File: config.mk
export PLATFORM = sky130hd
export DESIGN_NAME = flash_bus_host
export DESIGN_NICKNAME = d
export VERILOG_FILES = /design/src/inc/flash_host_pkg.sv /design/src/core/sync2.sv /design/src/core/flash_bus_host.sv
export SDC_FILE = /design/constraint.sdc
export NUM_CORES = 1
export LEC_CHECK = 0
export ABC_AREA = 1
export BUFFER_PORTS_ARGS = -buffer_cell sky130_fd_sc_hd__buf_2
export CAP_MARGIN = 30
export CORE_MARGIN = 8
export CORE_UTILIZATION = 40
export CTS_CLUSTER_DIAMETER = 50
export DETAILED_ROUTE_END_ITERATION = 8
export HOLD_SLACK_MARGIN = 0.03
export PLACE_DENSITY_LB_ADDON = 0.2
export SLEW_MARGIN = 10
export SYNTH_ARGS = -nofsm -noshare
export SYNTH_HDL_FRONTEND = slang
export SYNTH_SLANG_ARGS = --single-unit
File: constraint.sdc
create_clock -name mclk -period 1.68 [get_ports mclk]
set_input_delay 0.336 -clock mclk [delete_from_list [all_inputs] [get_ports mclk]]
set_output_delay 0.336 -clock mclk [all_outputs]
set_load 0.005 [all_outputs]
File: src/inc/flash_host_pkg.sv
package flash_host_pkg;
   // ----------------------------------------------------------------
   // timing, clock 25 MHz
   // ----------------------------------------------------------------
   localparam int unsigned CLK_PERIOD_NS = 40;
   localparam int unsigned RESET_BUSY_US = 25;
   localparam int unsigned RESET_IDLE_NS = 100;
   localparam int unsigned POWERUP_US = 60;
   localparam int unsigned RECOVERY_NS = 210;
   localparam int unsigned STROBE_NS = 60;
   localparam int unsigned STROBE_HIGH_NS = 35;
   localparam int unsigned ACCESS_NS = 120;
   localparam int unsigned RESET_BUSY_CYC =
      (RESET_BUSY_US * 1000 + CLK_PERIOD_NS - 1) / CLK_PERIOD_NS;
   localparam int unsigned RESET_IDLE_CYC =
      (RESET_IDLE_NS + CLK_PERIOD_NS - 1) / CLK_PERIOD_NS;
   localparam int unsigned POWERUP_CYC =
      (POWERUP_US * 1000 + CLK_PERIOD_NS - 1) / CLK_PERIOD_NS;
   localparam int unsigned RECOVERY_CYC =
      (RECOVERY_NS + CLK_PERIOD_NS - 1) / CLK_PERIOD_NS;
   localparam int unsigned STROBE_CYC =
      (STROBE_NS + CLK_PERIOD_NS - 1) / CLK_PERIOD_NS;
   localparam int unsigned STROBE_HIGH_CYC =
      (STROBE_HIGH_NS + CLK_PERIOD_NS - 1) / CLK_PERIOD_NS;
   localparam int unsigned ACCESS_CYC =
      (ACCESS_NS + CLK_PERIOD_NS - 1) / CLK_PERIOD_NS;
   localparam int unsigned CNT_W = 16;
   localparam int unsigned ADDR_W = 24;
   localparam int unsigned DATA_W = 16;
   localparam int unsigned BYTE_W = 8;

   // ----------------------------------------------------------------
   // request kinds
   // ----------------------------------------------------------------
   typedef enum logic [1:0] {
      OP_READ = 2'b00,
      OP_CMD_WRITE = 2'b01,
      OP_ARRAY_WRITE = 2'b10,
      OP_RESET = 2'b11
   } op_t;

   typedef enum logic [2:0] {
      ST_POWERUP = 3'b000,
      ST_RECOVER = 3'b001,
      ST_IDLE = 3'b010,
      ST_READ = 3'b011,
      ST_WRITE = 3'b100,
      ST_WRITE_HIGH = 3'b101,
      ST_RESET = 3'b110
   } state_t;
endpackage

File: src/core/sync2.sv
`timescale 1ns/1ps
module sync2 #(
   parameter int unsigned WIDTH = 1
) (
   input wire logic mclk,
   input wire logic reset_n,
   input wire logic [WIDTH-1:0] async_in,
   output logic [WIDTH-1:0] sync_out
);
   logic [WIDTH-1:0] stage_reg;
   logic [WIDTH-1:0] sync_reg;
   always_ff @(posedge mclk or negedge reset_n) begin
      if (!reset_n) begin
         stage_reg <= '0;
         sync_reg <= '0;
      end else begin
         stage_reg <= async_in;
         sync_reg <= stage_reg;
      end
   end
   assign sync_out = sync_reg;
endmodule // sync2

File: src/core/flash_bus_host.sv
`timescale 1ns/1ps
module flash_bus_host
   import flash_host_pkg::*;
#(
   parameter int unsigned POWERUP_CYCLES = POWERUP_CYC,
   parameter int unsigned RESET_BUSY_CYCLES = RESET_BUSY_CYC
) (
   input wire logic mclk,
   input wire logic reset_n,
   input wire logic req_valid,
   input wire flash_host_pkg::op_t req_op,
   input wire logic [flash_host_pkg::ADDR_W-1:0] req_addr,
   input wire logic [flash_host_pkg::DATA_W-1:0] req_wdata,
   input wire logic byte_mode,
   output logic req_ready,
   output logic rsp_valid,
   output logic [flash_host_pkg::DATA_W-1:0] rsp_rdata,
   output logic device_busy,
   output logic [flash_host_pkg::ADDR_W-1:0] addr,
   input wire logic [flash_host_pkg::DATA_W-1:0] data_in,
   output logic [flash_host_pkg::DATA_W-1:0] data_out,
   output logic data_oe_n,
   output logic chip_select_low,
   output logic chip_select_mid,
   output logic chip_select_high,
   output logic output_enable_n,
   output logic write_strobe_n,
   output logic reset_powerdown_n,
   output logic program_enable_supply,
   output logic byte_select,
   input wire logic status_pin
);
   import flash_host_pkg::*;

   // ----------------------------------------------------------------
   // pin synchronisers
   // ----------------------------------------------------------------
   logic [DATA_W:0] sync_bus;
   logic sts_s;
   logic [DATA_W-1:0] din_s;
   sync2 #(.WIDTH(DATA_W + 1)) u_sync (
      .mclk(mclk),
      .reset_n(reset_n),
      .async_in({status_pin, data_in}),
      .sync_out(sync_bus)
   );
   assign sts_s = sync_bus[DATA_W];
   assign din_s = sync_bus[DATA_W-1:0];

   // ----------------------------------------------------------------
   // state
   // ----------------------------------------------------------------
   state_t state_reg, state_next;
   logic [CNT_W-1:0] cnt_reg, cnt_next;
   logic array_reg, array_next;
   logic byte_reg, byte_next;
   logic [ADDR_W-1:0] addr_reg, addr_next;
   logic [DATA_W-1:0] dout_reg, dout_next;
   logic [DATA_W-1:0] rdata_reg, rdata_next;
   logic rsp_reg, rsp_next;
   logic ready_reg, ready_next;
   logic busy_reg, busy_next;
   logic dis_reg, dis_next;
   logic cs_reg, cs_next;
   logic sel_n_reg, sel_n_next;
   logic oe_n_reg, oe_n_next;
   logic we_n_reg, we_n_next;
   logic rp_n_reg, rp_n_next;
   logic program_enable_supply_reg, program_enable_supply_next;

   function automatic logic [CNT_W-1:0] cyc(input int unsigned n);
      cyc = CNT_W'(n - 1);
   endfunction

   always_comb begin
      state_next = state_reg;
      cnt_next = cnt_reg;
      array_next = array_reg;
      byte_next = byte_reg;
      addr_next = addr_reg;
      dout_next = dout_reg;
      rdata_next = rdata_reg;
      rsp_next = 1'b0;
      ready_next = 1'b0;
      busy_next = ~sts_s;
      dis_next = dis_reg;
      cs_next = cs_reg;
      oe_n_next = 1'b1;
      we_n_next = 1'b1;
      rp_n_next = rp_n_reg;
      program_enable_supply_next = program_enable_supply_reg;
      unique case (state_reg)
         ST_POWERUP: begin
            rp_n_next = 1'b0;
            if (cnt_reg == '0) begin
               rp_n_next = 1'b1;
               cnt_next = cyc(RECOVERY_CYC);
               state_next = ST_RECOVER;
            end else begin
               cnt_next = cnt_reg - 1'b1;
            end
         end
         ST_RECOVER: begin
            // count only once status is also released
            if (!sts_s) begin
               cnt_next = cyc(RECOVERY_CYC);
            end else if (cnt_reg == '0) begin
               state_next = ST_IDLE;
               ready_next = 1'b1;
            end else begin
               cnt_next = cnt_reg - 1'b1;
            end
         end
         ST_IDLE: begin
            ready_next = 1'b1;
            // drop supply on the first idle cycle with status high; the new busy has not reached sts_s by then
            if (array_reg && sts_s) begin
               program_enable_supply_next = 1'b0;
               array_next = 1'b0;
            end
            if (req_valid && ready_reg) begin
               ready_next = 1'b0;
               addr_next = req_addr;
               byte_next = byte_mode;
               dout_next = byte_mode ? req_wdata
                  : {{(DATA_W-BYTE_W){1'b0}}, req_wdata[BYTE_W-1:0]};
               unique case (req_op)
                  OP_READ: begin
                     cs_next = 1'b1;
                     oe_n_next = 1'b0;
                     cnt_next = cyc(ACCESS_CYC);
                     state_next = ST_READ;
                  end
                  OP_CMD_WRITE, OP_ARRAY_WRITE: begin
                     cs_next = 1'b1;
                     dis_next = 1'b0;
                     we_n_next = 1'b0;
                     if (req_op == OP_ARRAY_WRITE) begin
                        program_enable_supply_next = 1'b1;
                        array_next = 1'b1;
                     end
                     cnt_next = cyc(STROBE_CYC);
                     state_next = ST_WRITE;
                  end
                  OP_RESET: begin
                     cs_next = 1'b0;
                     rp_n_next = 1'b0;
                     // busy device needs the long pulse
                     cnt_next = sts_s ? cyc(RESET_IDLE_CYC)
                        : cyc(RESET_BUSY_CYCLES);
                     program_enable_supply_next = 1'b0;
                     array_next = 1'b0;
                     state_next = ST_RESET;
                  end
               endcase
            end
         end
         ST_READ: begin
            oe_n_next = 1'b0;
            if (cnt_reg == '0) begin
               oe_n_next = 1'b1;
               cs_next = 1'b0;
               rdata_next = byte_reg ? din_s
                  : {{(DATA_W-BYTE_W){1'b0}}, din_s[BYTE_W-1:0]};
               rsp_next = 1'b1;
               ready_next = 1'b1;
               state_next = ST_IDLE;
            end else begin
               cnt_next = cnt_reg - 1'b1;
            end
         end
         ST_WRITE: begin
            we_n_next = 1'b0;
            if (cnt_reg == '0) begin
               we_n_next = 1'b1;
               cnt_next = cyc(STROBE_HIGH_CYC);
               state_next = ST_WRITE_HIGH;
            end else begin
               cnt_next = cnt_reg - 1'b1;
            end
         end
         ST_WRITE_HIGH: begin
            // data held one stage past the strobe rise
            cs_next = 1'b0;
            dis_next = 1'b1;
            if (cnt_reg == '0) begin
               rsp_next = 1'b1;
               ready_next = 1'b1;
               state_next = ST_IDLE;
            end else begin
               cnt_next = cnt_reg - 1'b1;
            end
         end
         ST_RESET: begin
            rp_n_next = 1'b0;
            if (cnt_reg == '0) begin
               rp_n_next = 1'b1;
               cnt_next = cyc(RECOVERY_CYC);
               state_next = ST_RECOVER;
            end else begin
               cnt_next = cnt_reg - 1'b1;
            end
         end
         default: state_next = ST_POWERUP;
      endcase
      // select pin registered in its own polarity, no gate after the flop
      sel_n_next = ~cs_next;
   end

   always_ff @(posedge mclk or negedge reset_n) begin
      if (!reset_n) begin
         state_reg <= ST_POWERUP;
         cnt_reg <= CNT_W'(POWERUP_CYCLES - 1);
         array_reg <= 1'b0;
         byte_reg <= 1'b1;
         addr_reg <= '0;
         dout_reg <= '0;
         rdata_reg <= '0;
         rsp_reg <= 1'b0;
         ready_reg <= 1'b0;
         busy_reg <= 1'b0;
         dis_reg <= 1'b1;
         cs_reg <= 1'b0;
         sel_n_reg <= 1'b1;
         oe_n_reg <= 1'b1;
         we_n_reg <= 1'b1;
         rp_n_reg <= 1'b0;
         program_enable_supply_reg <= 1'b0;
      end else begin
         state_reg <= state_next;
         cnt_reg <= cnt_next;
         array_reg <= array_next;
         byte_reg <= byte_next;
         addr_reg <= addr_next;
         dout_reg <= dout_next;
         rdata_reg <= rdata_next;
         rsp_reg <= rsp_next;
         ready_reg <= ready_next;
         busy_reg <= busy_next;
         dis_reg <= dis_next;
         cs_reg <= cs_next;
         sel_n_reg <= sel_n_next;
         oe_n_reg <= oe_n_next;
         we_n_reg <= we_n_next;
         rp_n_reg <= rp_n_next;
         program_enable_supply_reg <= program_enable_supply_next;
      end
   end

   // upper selects tied low; lowest select low enables
   assign chip_select_high = 1'b0;
   assign chip_select_mid = 1'b0;
   assign chip_select_low = sel_n_reg;
   assign output_enable_n = oe_n_reg;
   assign write_strobe_n = we_n_reg;
   assign reset_powerdown_n = rp_n_reg;
   assign program_enable_supply = program_enable_supply_reg;
   assign byte_select = byte_reg;
   assign addr = addr_reg;
   assign data_out = dout_reg;
   assign data_oe_n = dis_reg;
   assign req_ready = ready_reg;
   assign rsp_valid = rsp_reg;
   assign rsp_rdata = rdata_reg;
   assign device_busy = busy_reg;

   // ----------------------------------------------------------------
   // assertions
   // ----------------------------------------------------------------
   chk_strobe_excl: assert property (
      @(posedge mclk) disable iff (!reset_n)
      !(!oe_n_reg && !we_n_reg))
      else $error("output enable and write strobe low together");
   chk_read_pins: assert property (
      @(posedge mclk) disable iff (!reset_n)
      !oe_n_reg |-> cs_reg && we_n_reg && rp_n_reg && dis_reg)
      else $error("read without select or with write or reset");
   chk_read_hold: assert property (
      @(posedge mclk) disable iff (!reset_n)
      $fell(oe_n_reg) |-> (!oe_n_reg && we_n_reg && rp_n_reg)[*3])
      else $error("read pulse too short or disturbed");
   chk_write_pins: assert property (
      @(posedge mclk) disable iff (!reset_n)
      !we_n_reg |-> cs_reg && oe_n_reg && rp_n_reg && !dis_reg)
      else $error("write strobe without proper select");
   chk_write_width: assert property (
      @(posedge mclk) disable iff (!reset_n)
      $fell(we_n_reg) |-> !we_n_reg[*2])
      else $error("write pulse too short");
   chk_array_supply: assert property (
      @(posedge mclk) disable iff (!reset_n)
      (!we_n_reg && array_reg) |-> program_enable_supply_reg)
      else $error("array write without program supply");
   chk_reset_pulse: assert property (
      @(posedge mclk) disable iff (!reset_n)
      $fell(rp_n_reg) |-> !rp_n_reg[*3])
      else $error("reset pulse too short");
   chk_ready_recover: assert property (
      @(posedge mclk) disable iff (!reset_n)
      $rose(rp_n_reg) |-> !ready_reg[*6])
      else $error("ready before recovery time");
   chk_select_fixed: assert property (
      @(posedge mclk) disable iff (!reset_n)
      !rp_n_reg |-> !cs_reg && oe_n_reg && we_n_reg)
      else $error("pins active during reset");
   cov_read: cover property (@(posedge mclk) disable iff (!reset_n)
      $fell(oe_n_reg) ##[1:8] rsp_reg);
   cov_write: cover property (@(posedge mclk) disable iff (!reset_n)
      $fell(we_n_reg) ##[1:8] rsp_reg);
   cov_reset: cover property (@(posedge mclk) disable iff (!reset_n)
      state_reg == ST_IDLE ##1 $fell(rp_n_reg));
endmodule // flash_bus_host

# After elaboration in Yosys (flattened, before gate mapping)
# Cells that the tools add are included.
# word_totals
reg_bits	121
inputBits	63
out_inout_bits	68
word_cells	101
# classes
muxes	46
reduce_logical	18
n_bitwise	2
n_addsub	1
eq_ne	15
# ops
op	n
2-to-1 mux 16 bit	7
one-hot mux 16 bit (5 select lines)	1
one-hot mux 16 bit (3 select lines)	1
2-to-1 mux 1 bit	20
logical NOT 16 bit	1
subtractor 16 x 1 -> 16 bit, second input constant	1
2-to-1 mux 3 bit	5
one-hot mux 3 bit (5 select lines)	1
one-hot mux 1 bit (2 select lines)	7
2-to-1 mux 10 bit	1
equality test 3 bit, second input constant	3
one-hot mux 3 bit (3 select lines)	1
equality test 3 x 2 -> 1 bit, second input constant	2
!= test 2 x 1 -> 1 bit, second input constant	3
!= test 2 bit, second input constant	3
one-hot mux 1 bit (3 select lines)	2
AND reduction 2 bit	3
AND reduction 3 bit	2
OR reduction 2 bit	3
nonzero test 5 bit	1
equality test 2 bit, second input constant	2
AND reduction 4 bit	1
nonzero test 2 bit	2
equality test 3 x 1 -> 1 bit, second input constant	1
6 further kinds	8

# Depth between registers and ports, before layout
# depth
word_depth	6
depth_mapped	13
mapped_depth_nobuf	13

# Hierarchy
# From an unflattened synthesis, not the netlist that was laid out.
# hier_totals
hier_cells	560
area_unflattened_um2	5077.4
# modules_own_cells
module	cells_per_inst	area_per_inst_um2	seq_area_each_um2	n_inst
flash_bus_host	526	4226.6	2193.4	1
sync2	34	850.8	850.8	1

# Least setup slack after synthesis
# No wires, ideal clock.
# synth_timing
kind	flip-flop to flip-flop
startpoint	register cnt_reg[0]
endpoint	register cnt_reg[0]
arrival_ns	1.767
required_ns	1.596
period_less_slack_ns	1.851
path_stages_with_launch	10
path_buffers	0
slack_ns	-0.171
setup_time_ns	0.084
path_cell_list	dfstp_2 inv_1 ha_1 nand4_4 nor2_8 nand2_2 ha_1 a21oi_1 o31ai_1 nand2_1
# synth_via
elab_chain_len	4
elab_cells_between_ends	7
cone_classes	1 x add/sub; 5 x mux; 1 x reduce/logical
# synth_lines
item	line	text
start, declared	flash_bus_host.sv:54	logic [CNT_W-1:0] cnt_reg, cnt_next;
start signal, assigned	flash_bus_host.sv:213	cnt_reg <= CNT_W'(POWERUP_CYCLES - 1);
start signal, assigned	flash_bus_host.sv:231	cnt_reg <= cnt_next;
subtractor 16 x 1 -> 16 bit / logical NOT 16 bit (equally long branches)	--	
2-to-1 mux 16 bit	flash_bus_host.sv:107, flash_bus_host.sv:160, flash_bus_host.sv:186	
2-to-1 mux 16 bit	flash_bus_host.sv:105	if (!sts_s) begin
one-hot mux 16 bit (5 select lines) *	flash_bus_host.sv:92	unique case (state_reg)
# Every way passes the cells marked *; elsewhere a longest branch is shown, timed or not.
# A chain may end at the register's enable or synchronous reset.

# Worst setup path after layout
# Same ends and word-level chain as after synthesis.

==> results.py <==
metrics = {
    "clocking": {
        "clk_latency_ns": 0.41,
        "cts-buffers-inserted": 17,
        "cts_max_level": 4,
        "cts_tree": "done",
        "cts_root_buf": "clkbuf_16",
        "cts.clk_slew.worst_paths_ns": 0.05,
        "clkSinkCount": 121,
        "clock_path_buffers": 2,
    },
    "routing": {
        "wl_per_cell_um": 14.1,
        "drtPass1Iterations": 5,
        "vias": 4324,
        "drc": 0,
        "finalWirelength_um": 13100,
        "first_iter_violations": 225,
        "viasPerCell": 4.66,
        "antenna_left": 0,
    },
    "synth": {
        "synth_area_sq_um": 5130,
        "synth_top_area_frac": 0.527,
        "async_reset_ff_frac": 1.00,
        "ys_ff_latch": 121,
        "post_synth.cell_area_avg_sq_um": 9.35,
        "synth_cells": 548,
        "yosys.area.top_type": "dfrtp_1",
        "synth_cell_types": 43,
        "yosysSeqAreaShare": 0.594,
        "synth_edf_count": 0,
        "ys.flop_type": "dfrtp_1",
        "synth_area_leaders": "dfrtp_1 53%, nand2_1 15%, dfstp_2 6.7%, nand3_1 3.2%, nor2_1 2.8%",
        "yosys_warnings": 0,
    },
    "critical_path": {
        "r2r_cells": 10,
        "regToRegEndpoint": "cnt_reg[0]",
        "rrSetupSlack_ns": -0.04,
        "cp_max_fo": 5,
        "start_kind": "register",
        "crit_type": "reg -> reg",
        "endpoint_kind": "register",
        "cp_data_arrival_time_ns": 2.06,
        "r2r-start": "cnt_reg[0]",
        "required_ns": 2.02,
    },
    "hold_path": {
        "hold_path_class": "in -> reg",
        "min_path_cells": 3,
        "holdPathEnd": "data_out[4]",
        "min_from": "req_wdata[4]",
    },
    "cells_and_area": {
        "area_growth_pct": 38.5,
        "fill_cells": 1122,
        "drive_above_1_share": 0.356,
        "nets": 814,
        "largest_reg_flops": 24,
        "antenna-diode-count": 0,
        "multi_input_area_sq_um": 1930,
        "seq_area_sq_um": 3050,
        "stdcell_count": 927,
    },
    "place": {
        "dp.cells": 868,
        "dp_hpwl_um": 9330,
        "numPortBuffers": 128,
        "gp_congestion": 0.891,
    },
    "die": {
        "core_sq_um": 12600,
        "ios": 131,
        "rows": 41,
        "start_util": 0.408,
        "die_y_um": 129,
        "dieArea_sq_um": 16700,
        "die_w_um": 129,
    },
    "flow_run": {
        "cap_viol_max_count": 0,
    },
    "global_routing": {
        "grtUsageMet2": 0.260,
        "met1_usage": 0.197,
        "track_usage": 0.168,
        "use_met3": 0.0698,
        "grt_overflow": 0,
        "grt_pass1_vias": 4669,
        "antenna_found_initial": 1,
        "grt_pass1_wl_um": 22100,
        "grt_max_degree": 58,
        "gr-max-usage-layer": "met2",
    },
    "power": {
        "p_leak_nw": 3.86,
        "ir_worst_vdd_uv": 554,
        "pwr_density_cell_nw_per_um2": 888,
        "total_power_w": 0.00630,
    },
    "timing": {
        "rsz0062_at_grt": "true",
        "fmax_mhz": 581,
        "hold_viol_final": 0,
        "drv_slew": 0,
        "setup_ws_ns": -0.0410,
        "finalCritPeriodShare": 1.02,
        "finalSetupViolations": 1,
        "period_needed_ns": 1.72,
        "finalClockSkew_ns": 0.00769,
        "hold_ws_ns": 0.120,
    },
    "run_status": {
        "failed_checks": "negative setup slack",
        "status": "finished, violations left",
    },
}
routing by layer:
| metal | vias to the layer above | wire (um) |
|---|---|---|
| met4 | 2 | 276 |
| li1 | 2132 | - |
| met2 | 149 | 6060 |
| met1 | 2017 | 5590 |
| met3 | 24 | 1130 |
| met5 | - | 8 |
area by class of cell:
type / count / share of cell area
multi-input combinational: 369 / 0.272
sequential: 121 / 0.429
clock buffer: 26 / 0.0689
tap: 172 / 0.0303
inverter: 43 / 0.0245
clock inverter: 3 / 0.00247
timing repair buffer: 193 / 0.173
power breakdown:
group          internal (W)  switching [W]
combinational     0.0000932       0.000103
clock               0.00197        0.00117
sequential          0.00296      0.0000108
total               0.00502        0.00128
logic make-up (layout without fill, tap and decap cells):
family	Yosys count	count (layout)	share of synthesized area
muxes	8	8	0.0198
and+or+nand+nor	310	311	0.270
AOI/OAI and AO/OA	40	40	0.0444
adders and majority gates	6	6	0.0146
DFF	121	121	0.594
xor gates and xnor gates	2	2	0.00342
buffers and inverters	60	265	0.0535
other	1	2	0.000732
critical path: stages (launching register included):
cell	delay (ns)
dfstp_2	0.37
inv_2	0.08
ha_4	0.17
nand4_4	0.11
nor2_8	0.17
nand2_4	0.09
ha_4	0.16
nand2_1	0.05
o21ai_0	0.11
o31ai_2	0.27
nand2_1	0.08
how the worst max path moves through the flow:
stage               startpoint  cells past startpoint         end  slack, ns
global placement    cnt_reg[7]                      9  cnt_reg[0]      -0.03
finish              cnt_reg[0]                     10  cnt_reg[0]      -0.04
global route        cnt_reg[0]                     10  cnt_reg[0]      -0.11
detailed placement  cnt_reg[7]                      9  cnt_reg[0]      -0.03
floorplan           cnt_reg[9]                      9  cnt_reg[0]       0.02
CTS                 cnt_reg[8]                      9  cnt_reg[0]     -0.007
cell usage after synthesis, types with 2 or more instances:
cell,number
nand2_1,202
dfrtp_1,108
nor2_1,38
inv_1,34
nand3_1,33
o21ai_0,20
dfstp_2,13
nand4_1,11
buf_2,8
ha_1,6
inv_2,6
nand2_2,6
a21oi_1,5
mux2_2,5
nand2_4,4
nor2_2,4
buf_4,3
buf_6,3
clkbuf_1,3
mux2_4,3
nor2_4,3
o211ai_1,3
o21ai_1,3
a31oi_1,2
inv_4,2
o21a_1,2
o21bai_1,2
per-stage QoR:
step                utilization  cell area [sq um]  setup slack (ns)  setup TNS (ns)
floorplan                     -               5160            0.0225               0
CTS                       0.552               6940          -0.00717        -0.00717
global placement          0.496               6230           -0.0286         -0.0286
global route              0.565               7100            -0.112          -0.431
detailed placement        0.496               6230           -0.0290          -0.115
finish                    0.565               7100           -0.0410         -0.0410
cells in the final DEF, fill, tap and decap left out, drive strengths merged:
master and count:
nor2 46, ha 6, nand4 13, xor2 1
dfstp 13, nor4 1, conb 2, o2111ai 1
nand3b 1, nor3 1, buf 175, a21oi 5
clkinv 3, and2 1, clkbuf 26, o21ai 23
nor3b 1, inv 42, dfrtp 108, clkinvlp 1
o21bai 2, o21a 2, o31ai 1, a31oi 2
mux2 8, xnor2 1, o211ai 3, nand3 34
o22ai 1, dlygate4sd3 18, nand2 213
timing repair:
| action | CTS | global route |
|---|---|---|
| cloned | 1 | 0 |
| gates resized for setup | 2 | 27 |
| endpoints found under the hold margin | 25 | 0 |
| buffers inserted | 2 | 9 |
| hold buffers | 18 | 0 |
| pin swaps | 2 | 9 |
| setup endpoints to repair | 13 | 72 |
Note: power is estimated with default switching activity, not from simulation.
